`config.mk`:
```
export PLATFORM = sky130hd
export DESIGN_NAME = pcial_top
export DESIGN_NICKNAME = d
export VERILOG_FILES = /design/src/logic/pcial_pkg.sv /design/src/logic/pcial_top.sv
export SDC_FILE = /design/constraint.sdc
export NUM_CORES = 2
export LEC_CHECK = 0
export BUFFER_PORTS_ARGS = -buffer_cell sky130_fd_sc_hd__buf_2
export CAP_MARGIN = 20
export CORE_ASPECT_RATIO = 0.8
export CORE_UTILIZATION = 59
export DETAILED_ROUTE_END_ITERATION = 6
export PLACE_DENSITY_LB_ADDON = 0.08
export SETUP_SLACK_MARGIN = 0.4
export SLEW_MARGIN = 20
export SYNTH_ARGS = -nofsm -noshare
export SYNTH_HDL_FRONTEND = slang
export SYNTH_SLANG_ARGS = --single-unit
```
`constraint.sdc`:
```
create_clock -name aclk -period 146.4 [get_ports aclk]
set_clock_uncertainty 0.15 [all_clocks]
set_input_delay 14.64 -clock aclk [delete_from_list [all_inputs] [get_ports aclk]]
set_output_delay 14.64 -clock aclk [all_outputs]
set_load 0.05 [all_outputs]
```
`src/logic/pcial_pkg.sv`:
```
`default_nettype none
package pcial_pkg;
   // =====================================
   // bus geometry and register map
   // =====================================
   localparam int          ADDR_W    = 5;
   localparam logic [4:0]  REG_CTRL  = 5'h00;
   localparam logic [4:0]  REG_AI1   = 5'h04;
   localparam logic [4:0]  REG_AI2   = 5'h08;
   localparam logic [4:0]  REG_SP    = 5'h0C;
   localparam logic [4:0]  REG_STAT  = 5'h10;
   localparam logic [1:0]  RESP_OK   = 2'h0;
   localparam logic [1:0]  RESP_ERR  = 2'h2;

   // =====================================
   // control word field positions
   // =====================================
   localparam int F_DI1  = 0;
   localparam int F_DI2  = 3;
   localparam int F_FB   = 6;
   localparam int F_FIRE = 9;
   localparam int F_PEAK = 11;
   localparam int F_ALM  = 12;
   localparam int F_AI2  = 16;
   localparam int F_LOG  = 18;
   localparam int F_BAKE = 19;

   // =====================================
   // reset values
   // =====================================
   localparam logic [31:0] CTRL_RST = 32'h0000_0000;
   localparam logic [31:0] AI1_RST  = 32'h0000_FFFF;
   localparam logic [31:0] AI2_RST  = 32'hFFFF_0000;
   localparam logic [31:0] SP_RST   = 32'hFFFF_0000;

   // =====================================
   // encodings
   // =====================================
   typedef enum logic [2:0] {
      DI_NONE, DI_ENABLE, DI_VFB, DI_LR, DI_PHASE, DI_SPSEL, DI_LOG, DI_BAKE
   } pcial_difn_t;
   typedef enum logic [1:0] {AI2_ALT_SP, AI2_EXT_FB, AI2_CLIMIT, AI2_OFF} pcial_ai2fn_t;
   localparam logic [2:0]  FB_VOLTAGE = 3'h0;
   localparam logic [1:0]  FIRE_PHASE = 2'h3;
   localparam logic [15:0] PCT_FULL   = 16'h2710;    // 100.00 % in 0.01 % steps

   // alarm source mask bits and one mask per alarm selection code
   localparam int M_HB = 0;
   localparam int M_SC = 1;
   localparam int M_CL = 2;
   localparam int M_WD = 3;
   localparam logic [3:0] ALM_TABLE [16] = '{4'h0, 4'h1, 4'h2, 4'h4, 4'h3, 4'h5, 4'h6, 4'h7,
                                             4'h8, 4'h9, 4'hA, 4'hB, 4'hC, 4'hD, 4'hD, 4'hF};

   // =====================================
   // timing
   // =====================================
   localparam int CLK_PERIOD_NS = 10;
   localparam int DEB_TIME_NS   = 20000;
   localparam int DEB_CYC       = (DEB_TIME_NS + CLK_PERIOD_NS - 1) / CLK_PERIOD_NS;
   localparam int DEB_W         = 12;
endpackage : pcial_pkg
`default_nettype wire

```
`src/logic/pcial_top.sv`:
```
`timescale 1ns/1ps
`default_nettype none
// Functional notes
// current limiting always active when fitted
// peak mode: setpoint is peak, phase fire
// output is lesser of both loop results when fitted, demand loop alone otherwise
// limit overriding: phase fire, limit alarm
// enable role gates output, input 2 wins
// voltage feedback while override input asserted
// local/remote role selects setpoint source
// panel local/remote button ignored then
// phase override role, limit models only
// source select picks analog 1 or 2
// logging role overrides stored logging setting
// bakeout role overrides stored bakeout setting
// analog 1 scaled against full scale
// analog 2 scaled with live zero
// analog 2 as setpoint, feedback, limit
// relay energized only powered and alarm-free
// over-temperature always raises the alarm
// break/short checks only when selected
// selection chooses sources plus over-temperature
// digital inputs synchronized and debounced
// selection decoded to per-source mask bits
module pcial_top
   import pcial_pkg::*;
#(
   parameter bit CL_CAPABLE = 1'b1
) (
   input  wire logic                       aclk,
   input  wire logic                       aresetn,
   input  wire logic [pcial_pkg::ADDR_W-1:0] s_axi_awaddr,
   input  wire logic [2:0]                 s_axi_awprot,
   input  wire logic                       s_axi_awvalid,
   output logic                            s_axi_awready,
   input  wire logic [31:0]                s_axi_wdata,
   input  wire logic [3:0]                 s_axi_wstrb,
   input  wire logic                       s_axi_wvalid,
   output logic                            s_axi_wready,
   output logic [1:0]                      s_axi_bresp,
   output logic                            s_axi_bvalid,
   input  wire logic                       s_axi_bready,
   input  wire logic [pcial_pkg::ADDR_W-1:0] s_axi_araddr,
   input  wire logic [2:0]                 s_axi_arprot,
   input  wire logic                       s_axi_arvalid,
   output logic                            s_axi_arready,
   output logic [31:0]                     s_axi_rdata,
   output logic [1:0]                      s_axi_rresp,
   output logic                            s_axi_rvalid,
   input  wire logic                       s_axi_rready,
   input  wire logic [1:0]                 digital_in_pin,
   input  wire logic                       aux_power_pin,
   input  wire logic                       panel_local_pin,
   input  wire logic [15:0]                analog_in1,
   input  wire logic [15:0]                analog_in2,
   input  wire logic [15:0]                demand_loop_out,
   input  wire logic [15:0]                climit_loop_out,
   input  wire logic [15:0]                peak_current,
   input  wire logic                       heater_break_fault,
   input  wire logic                       shorted_switch_fault,
   input  wire logic                       watchdog_fault,
   input  wire logic                       overtemp_fault,
   output logic [15:0]                     output_level,
   output logic                            phase_angle_fire,
   output logic [2:0]                      feedback_sel,
   output logic [15:0]                     setpoint_pct,
   output logic [15:0]                     climit_setpoint,
   output logic [15:0]                     ext_feedback_pct,
   output logic                            ext_feedback_valid,
   output logic                            current_limit_fault,
   output logic                            logging_on,
   output logic                            bakeout_on,
   output logic                            heater_break_check,
   output logic                            shorted_switch_check,
   output logic                            alarm_active,
   output logic                            relay_energize
);
   import pcial_pkg::*;

   // =====================================
   // helpers
   // =====================================
   // byte-lane merge for partial writes
   function automatic logic [31:0] wmerge(input logic [31:0] old, input logic [31:0] d, input logic [3:0] s);
      logic [31:0] r;
      r = old;
      for (int b = 0; b < 4; b++) begin
         if (s[b]) begin
            r[b*8 +: 8] = d[b*8 +: 8];
         end
      end
      return r;
   endfunction : wmerge

   // (v - zero) / (fs - zero) as 0.01 % steps, clamped to 0..100 %
   function automatic logic [15:0] scale_pct(input logic [15:0] v, input logic [15:0] zero,
                                             input logic [15:0] fs);
      logic [31:0] num;
      logic [31:0] den;
      logic [31:0] q;
      num = 32'(v - zero) * 32'(PCT_FULL);
      den = 32'(fs - zero);
      q   = (den == 32'h0000_0000) ? 32'h0000_0000 : num / den;
      if (v <= zero || fs <= zero) begin
         return 16'h0000;
      end
      return (v >= fs || q > 32'(PCT_FULL)) ? PCT_FULL : q[15:0];
   endfunction : scale_pct

   // =====================================
   // pin synchronizers and debounce
   // =====================================
   logic [3:0] pin_s1_q;
   logic [3:0] pin_s2_q;
   logic [1:0] di_db;

   // only the second stage is read anywhere
   always_ff @(posedge aclk) begin
      if (!aresetn) begin
         pin_s1_q <= 4'h0;
         pin_s2_q <= 4'h0;
      end else begin
         pin_s1_q <= {panel_local_pin, aux_power_pin, digital_in_pin};
         pin_s2_q <= pin_s1_q;
      end
   end

   // a level must hold steady a full window before it is believed
   for (genvar i = 0; i < 2; i++) begin : g_deb
      logic [DEB_W-1:0] cnt_q;
      logic             lvl_q;
      always_ff @(posedge aclk) begin
         if (!aresetn) begin
            cnt_q <= '0;
            lvl_q <= 1'b0;
         end else if (pin_s2_q[i] == lvl_q) begin
            cnt_q <= '0;
         end else if (cnt_q == DEB_W'(DEB_CYC - 1)) begin
            cnt_q <= '0;
            lvl_q <= pin_s2_q[i];
         end else begin
            cnt_q <= cnt_q + DEB_W'(1);
         end
      end
      assign di_db[i] = lvl_q;
   end

   // =====================================
   // configuration registers
   // =====================================
   logic [31:0] ctrl_q;
   logic [31:0] ai1_q;
   logic [31:0] ai2_q;
   logic [31:0] sp_q;

   wire [2:0] di1_fn    = ctrl_q[F_DI1 +: 3];
   wire [2:0] di2_fn    = ctrl_q[F_DI2 +: 3];
   wire [2:0] fb_cfg    = ctrl_q[F_FB +: 3];
   wire [1:0] fire_cfg  = ctrl_q[F_FIRE +: 2];
   wire       peak_mode = ctrl_q[F_PEAK] & CL_CAPABLE;
   wire [3:0] alm_sel   = ctrl_q[F_ALM +: 4];
   wire [1:0] ai2_fn    = ctrl_q[F_AI2 +: 2];

   // =====================================
   // digital input roles
   // =====================================
   wire has1_en  = (di1_fn == DI_ENABLE);
   wire has2_en  = (di2_fn == DI_ENABLE);
   wire has_vfb  = (di1_fn == DI_VFB) | (di2_fn == DI_VFB);
   wire has_lr   = (di1_fn == DI_LR) | (di2_fn == DI_LR);
   wire has_log  = (di1_fn == DI_LOG) | (di2_fn == DI_LOG);
   wire has_bake = CL_CAPABLE & ((di1_fn == DI_BAKE) | (di2_fn == DI_BAKE));
   wire has_sel  = (di1_fn == DI_SPSEL) | (di2_fn == DI_SPSEL);

   // a role held by both inputs is decided by input 2, except voltage feedback and phase override, which either input asserts
   wire lvl_en   = has2_en ? di_db[1] : (has1_en ? di_db[0] : 1'b1);
   wire lvl_vfb  = ((di1_fn == DI_VFB) & di_db[0]) | ((di2_fn == DI_VFB) & di_db[1]);
   wire lvl_lr   = (di2_fn == DI_LR) ? di_db[1] : di_db[0];
   wire lvl_ph   = CL_CAPABLE & (((di1_fn == DI_PHASE) & di_db[0]) |
                                 ((di2_fn == DI_PHASE) & di_db[1]));
   wire lvl_sel  = (di2_fn == DI_SPSEL) ? di_db[1] : di_db[0];
   wire lvl_log  = (di2_fn == DI_LOG) ? di_db[1] : di_db[0];
   wire lvl_bake = (di2_fn == DI_BAKE) ? di_db[1] : di_db[0];

   // =====================================
   // analog scaling and setpoint routing
   // =====================================
   wire [15:0] ai1_pct = scale_pct(analog_in1, 16'h0000, ai1_q[15:0]);
   wire [15:0] ai2_pct = scale_pct(analog_in2, ai2_q[15:0], ai2_q[31:16]);
   wire        ai2_cl  = CL_CAPABLE & (ai2_fn == AI2_CLIMIT);
   wire        ai2_fb  = (ai2_fn == AI2_EXT_FB);
   wire        local_sel  = has_lr ? lvl_lr : pin_s2_q[3];
   wire [15:0] remote_sp  = (has_sel & lvl_sel) ? ai2_pct : ai1_pct;
   wire [15:0] sp_eff     = local_sel ? sp_q[15:0] : remote_sp;
   wire [15:0] cl_sp      = ai2_cl ? ai2_pct : sp_q[31:16];
   wire [2:0]  fb_eff     = (has_vfb & lvl_vfb) ? FB_VOLTAGE : fb_cfg;

   // =====================================
   // current limit and output
   // =====================================
   // rms mode: the limit loop wins when it asks for less than demand
   wire cl_rms    = climit_loop_out < demand_loop_out;
   wire cl_peak   = peak_current > cl_sp;
   wire cl_act    = CL_CAPABLE & (peak_mode ? cl_peak : cl_rms);
   wire [15:0] lvl_min = (CL_CAPABLE & cl_rms) ? climit_loop_out : demand_loop_out;
   wire [15:0] out_d   = lvl_en ? lvl_min : 16'h0000;
   wire ph_d      = cl_act | lvl_ph | (fire_cfg == FIRE_PHASE);

   // =====================================
   // alarm sources
   // =====================================
   wire [3:0] mask_raw = ALM_TABLE[alm_sel];
   wire [3:0] mask     = CL_CAPABLE ? mask_raw : (mask_raw & ~(4'h1 << M_CL));
   wire [3:0] faults   = {watchdog_fault, cl_act, shorted_switch_fault, heater_break_fault};
   wire alarm_d  = overtemp_fault | (|(mask & faults));
   wire relay_d  = pin_s2_q[2] & ~alarm_d;

   // registered block outputs
   always_ff @(posedge aclk) begin
      if (!aresetn) begin
         output_level         <= 16'h0000;
         phase_angle_fire     <= 1'b0;
         feedback_sel         <= 3'h0;
         setpoint_pct         <= 16'h0000;
         climit_setpoint      <= 16'h0000;
         ext_feedback_pct     <= 16'h0000;
         ext_feedback_valid   <= 1'b0;
         current_limit_fault  <= 1'b0;
         logging_on           <= 1'b0;
         bakeout_on           <= 1'b0;
         heater_break_check   <= 1'b0;
         shorted_switch_check <= 1'b0;
         alarm_active         <= 1'b0;
         relay_energize       <= 1'b0;
      end else begin
         output_level         <= out_d;
         phase_angle_fire     <= ph_d;
         feedback_sel         <= fb_eff;
         setpoint_pct         <= sp_eff;
         climit_setpoint      <= cl_sp;
         ext_feedback_pct     <= ai2_pct;
         ext_feedback_valid   <= ai2_fb;
         current_limit_fault  <= cl_act;
         logging_on           <= has_log ? lvl_log : ctrl_q[F_LOG];
         bakeout_on           <= has_bake ? lvl_bake : (CL_CAPABLE & ctrl_q[F_BAKE]);
         heater_break_check   <= mask[M_HB];
         shorted_switch_check <= mask[M_SC];
         alarm_active         <= alarm_d;
         relay_energize       <= relay_d;
      end
   end

   // =====================================
   // AXI4-Lite slave
   // =====================================
   // address and data are taken together, so no skid buffer is needed
   wire wr_go   = s_axi_awvalid & s_axi_wvalid & ~s_axi_awready & ~s_axi_bvalid;
   wire rd_go   = s_axi_arvalid & ~s_axi_arready & ~s_axi_rvalid;
   wire wr_take = s_axi_awready;
   wire rd_take = s_axi_arready;
   wire w_ctrl  = wr_take & (s_axi_awaddr == REG_CTRL);
   wire w_ai1   = wr_take & (s_axi_awaddr == REG_AI1);
   wire w_ai2   = wr_take & (s_axi_awaddr == REG_AI2);
   wire w_sp    = wr_take & (s_axi_awaddr == REG_SP);
   wire w_hit   = w_ctrl | w_ai1 | w_ai2 | w_sp;
   wire [31:0] stat_word = {16'h0000, di_db, local_sel, lvl_en, cl_act, ph_d, alarm_d,
                            relay_d, 5'h00, fb_eff};
   wire r_hit   = (s_axi_araddr == REG_CTRL) | (s_axi_araddr == REG_AI1) |
                  (s_axi_araddr == REG_AI2) | (s_axi_araddr == REG_SP) |
                  (s_axi_araddr == REG_STAT);
   wire [31:0] rd_word = (s_axi_araddr == REG_CTRL) ? ctrl_q :
                         (s_axi_araddr == REG_AI1)  ? ai1_q  :
                         (s_axi_araddr == REG_AI2)  ? ai2_q  :
                         (s_axi_araddr == REG_SP)   ? sp_q   :
                         (s_axi_araddr == REG_STAT) ? stat_word : 32'h0000_0000;

   // register writes
   always_ff @(posedge aclk) begin
      if (!aresetn) begin
         ctrl_q <= CTRL_RST;
         ai1_q  <= AI1_RST;
         ai2_q  <= AI2_RST;
         sp_q   <= SP_RST;
      end else begin
         if (w_ctrl) ctrl_q <= wmerge(ctrl_q, s_axi_wdata, s_axi_wstrb);
         if (w_ai1)  ai1_q  <= wmerge(ai1_q, s_axi_wdata, s_axi_wstrb);
         if (w_ai2)  ai2_q  <= wmerge(ai2_q, s_axi_wdata, s_axi_wstrb);
         if (w_sp)   sp_q   <= wmerge(sp_q, s_axi_wdata, s_axi_wstrb);
      end
   end

   // write channel handshake
   always_ff @(posedge aclk) begin
      if (!aresetn) begin
         s_axi_awready <= 1'b0;
         s_axi_wready  <= 1'b0;
         s_axi_bvalid  <= 1'b0;
         s_axi_bresp   <= RESP_OK;
      end else begin
         s_axi_awready <= wr_go;
         s_axi_wready  <= wr_go;
         if (wr_take) begin
            s_axi_bvalid <= 1'b1;
            s_axi_bresp  <= w_hit ? RESP_OK : RESP_ERR;
         end else if (s_axi_bready) begin
            s_axi_bvalid <= 1'b0;
         end
      end
   end

   // read channel handshake
   always_ff @(posedge aclk) begin
      if (!aresetn) begin
         s_axi_arready <= 1'b0;
         s_axi_rvalid  <= 1'b0;
         s_axi_rdata   <= 32'h0000_0000;
         s_axi_rresp   <= RESP_OK;
      end else begin
         s_axi_arready <= rd_go;
         if (rd_take) begin
            s_axi_rvalid <= 1'b1;
            s_axi_rdata  <= rd_word;
            s_axi_rresp  <= r_hit ? RESP_OK : RESP_ERR;
         end else if (s_axi_rready) begin
            s_axi_rvalid <= 1'b0;
         end
      end
   end

endmodule : pcial_top
`default_nettype wire

```
==> impl_results.md <==
- Met2 wire length: 89590 µm
- Vias in the first global route: 61730
- Worst setup EP type: flip-flop
- Nature of the critical path startpoint: input pin
- # Max-Cap Violations: 0
- TNS Setup: 0 ns
- DRC: 4
- Proportion of layout cells with a drive suffix above 1: 0.1202
- WL met1: 105400 µm
- DP HPWL: 183200 µm
- First-pass DRT Iterations: 7
- Die height: 300.2 µm
- Hold Crit Class: reg -> reg
- # port buffers: 255
- WL final: 228000 µm
- Worst-skew pair later-pin latency: 0.59 ns
- CP Data Required Time: 146.78 ns
- FF-to-FF path depth: 684
- Run status: finished, violations left
- Largest net degree at the start of global routing: 84
- Top cells by area, synth: ha_1 22%, dfxtp_1 8.4%, o21a_1 6.9%
- Initial antenna violation count: 28
- FMAX: 0.007162 GHz
- Worst hold slack: 0.2852 ns
- DR vias/cell: 6.500
- Ys flop type: dfxtp_1
- Crit path DAT: 140.00 ns
- Final setup viols: 0
- Syn_area_per_cell: 7.368 µm²
- Grt total ovfl: 0
- CTS tree: built
- Nets@finish: 10550
- Synth warn: 0
- Top cells by count, synth: 1166 x ha_1, 843 x nor2_1, 774 x nand2_1
- Drt wl/cell: 21.46 µm
- Hold-fix buffers at CTS: 0
- Number of enable flip-flop cells after synthesis: 0
- Starting Density: 0.5944
- Slew margin rel.: 0.1797
- Total core area: 110300 µm²
- Worst-Margin Slew: 1.226 ns
- Post-layout min period: 139.63 ns
- GRT Total Usage: 0.3847
- Residual antenna-violating net count after detailed routing: 0
- Max clock buf depth: 3
- Failing checks: design-rule violations
- Netlist cell types: 135
- H-tree depth: 2
- Fin. Hold Viols: 0
- Met3 wire len: 27050 µm
- Gpl congestion: 1.028
- Max incr delay on CP: 0.52 ns
- Count leader, synth: ha_1
- FP Rows: 109
- Die ar.: 112500 µm²
- Setup Crit Path Kind: in -> reg
- Via count: 69060
- Synth Cell Area: 65580 µm²
- CP max-delay cell: a221oi_4
- Post-synthesis instance total: 8901
- Root Buffer: clkbuf_16
- Num Clock Sinks: 276
- Num CTS Buffers: 34
- Layout area overhead: 8.772%
- DR iter-0 viols: 7206
- Area leader, netlist: ha_1
- Top Layer Used: met5
- Max Slew Vio Count: 0
- Global-route wire length before repair: 347600 µm
- Synth async-reset ratio: 0
- Max FO, Critical Path: 44
- Post-route clock period utilization: 0.9537
- Hold Path Cell Cnt: 1
- Post-synthesis register bit count: 276
- IO Count: 264
- Reg clk slew, reported paths: 0.06 ns
- Register area share after synthesis: 0.08425
- Crit-path most repeated cell: o21a_1
- Die width: 374.8 µm
- Synth top area share: 0.2224
-- critical path, delay by kind of cell --
| kind | cells | cell delay, ns |
|---|---|---|
| AOI/OAI and AO/OA | 485 | 91.19 |
| and+or+nand+nor | 118 | 14.66 |
| adders and majority gates | 40 | 12.60 |
| muxes | 12 | 3.40 |
| buffers and inverters | 27 | 2.99 |
| xor gates and xnor gates | 2 | 0.32 |
-- registers in the layout, indices dropped and copies added, names as in the netlist, 2 cells and up --
name              cells
ai1_q                32
ai2_q                32
climit_setpoint      16
ctrl_q               32
ext_feedback_pct     16
feedback_sel          3
g_deb.cnt_q          24
g_deb.lvl_q           2
output_level         16
pin_s1_q              4
pin_s2_q              4
s_axi_rdata          32
setpoint_pct         16
sp_q                 32
-- routing by layer --
layer | track usage | vias up
met4 | 0.09465 | 18
li1 | - | 33360
met1 | 0.5743 | 32300
met5 | 0 | -
met3 | 0.08346 | 325
met2 | 0.5510 | 3064
-- final cells by class --
type / count / area [µm²]
flip-flops and latches: 276 / 5527
well taps: 1443 / 1805
inverters: 526 / 1987
fillers: 10110 / 38990
multi-input cells: 7839 / 57850
repair buffers: 473 / 3039
clock inverters: 12 / 111.4
clock buffers: 47 / 991.0
diodes: 9 / 22.52
-- cells in the final DEF, fill, tap and decap left out, drive strengths merged, types with 119 or more instances in the layout --
cell and count:
nand4 128, xnor2 251, xor2 155, a21oi 574
buf 470, dfxtp 276, o21a 603, nand2b 119
nor3 602, nor2 844, inv 530, nor2b 122
o31ai 199, nand3 195, mux2 283, nand2 778
o21ai 463, a21o 203, ha 1166
-- kinds of logic (layout without fill, tap and decap cells) --
logic type / Yosys count / count (layout) / share of synthesized area
compound gates: 2620 / 2620 / 0.2687
fa+ha+maj: 1251 / 1251 / 0.2484
buf+inv: 792 / 1058 / 0.04624
flops: 276 / 276 / 0.08425
xor+xnor: 406 / 406 / 0.05445
mux: 371 / 371 / 0.06448
other cells: 1 / 15 / 0.00005718
simple gates: 3184 / 3185 / 0.2335
-- metrics by stage --
stage                     utilization  std cells  setup slack, ns  instance area [µm²]
after CTS                      0.6358      10550           0.4524                70150
after global routing           0.6465      10620          -0.1670                71330
after global placement         0.6250      10490           0.1819                68950
final                          0.6466      10630            6.773                71340
after floorplan                     -       8906            8.782                65600
after detailed placement       0.6250      10490           -2.458                68950
-- final timing paths --
kind / start / end / slack [ns]
setup / recovery: analog_in2[1] / s_axi_rdata[8]$_SDFFE_PN0P_ / 6.77
hold / removal: pin_s1_q[1]$_SDFF_PN0_ / pin_s2_q[1]$_SDFF_PN0_ / 0.29
setup reg to reg: ai2_q[1]$_SDFFE_PN0P_ / s_axi_rdata[8]$_SDFFE_PN0P_ / 20.16
hold reg to reg: pin_s1_q[1]$_SDFF_PN0_ / pin_s2_q[1]$_SDFF_PN0_ / 0.29
-- timing repair --
action	CTS	global route
cloned	0	4
setup endpoints to repair	8	50
buffers inserted	1	61
pin swaps	0	58
gates resized for setup	20	192
Power is left out: the tool's default activity adds up to more than one toggle a clock period on the data nets, which glitch-free logic cannot reach.
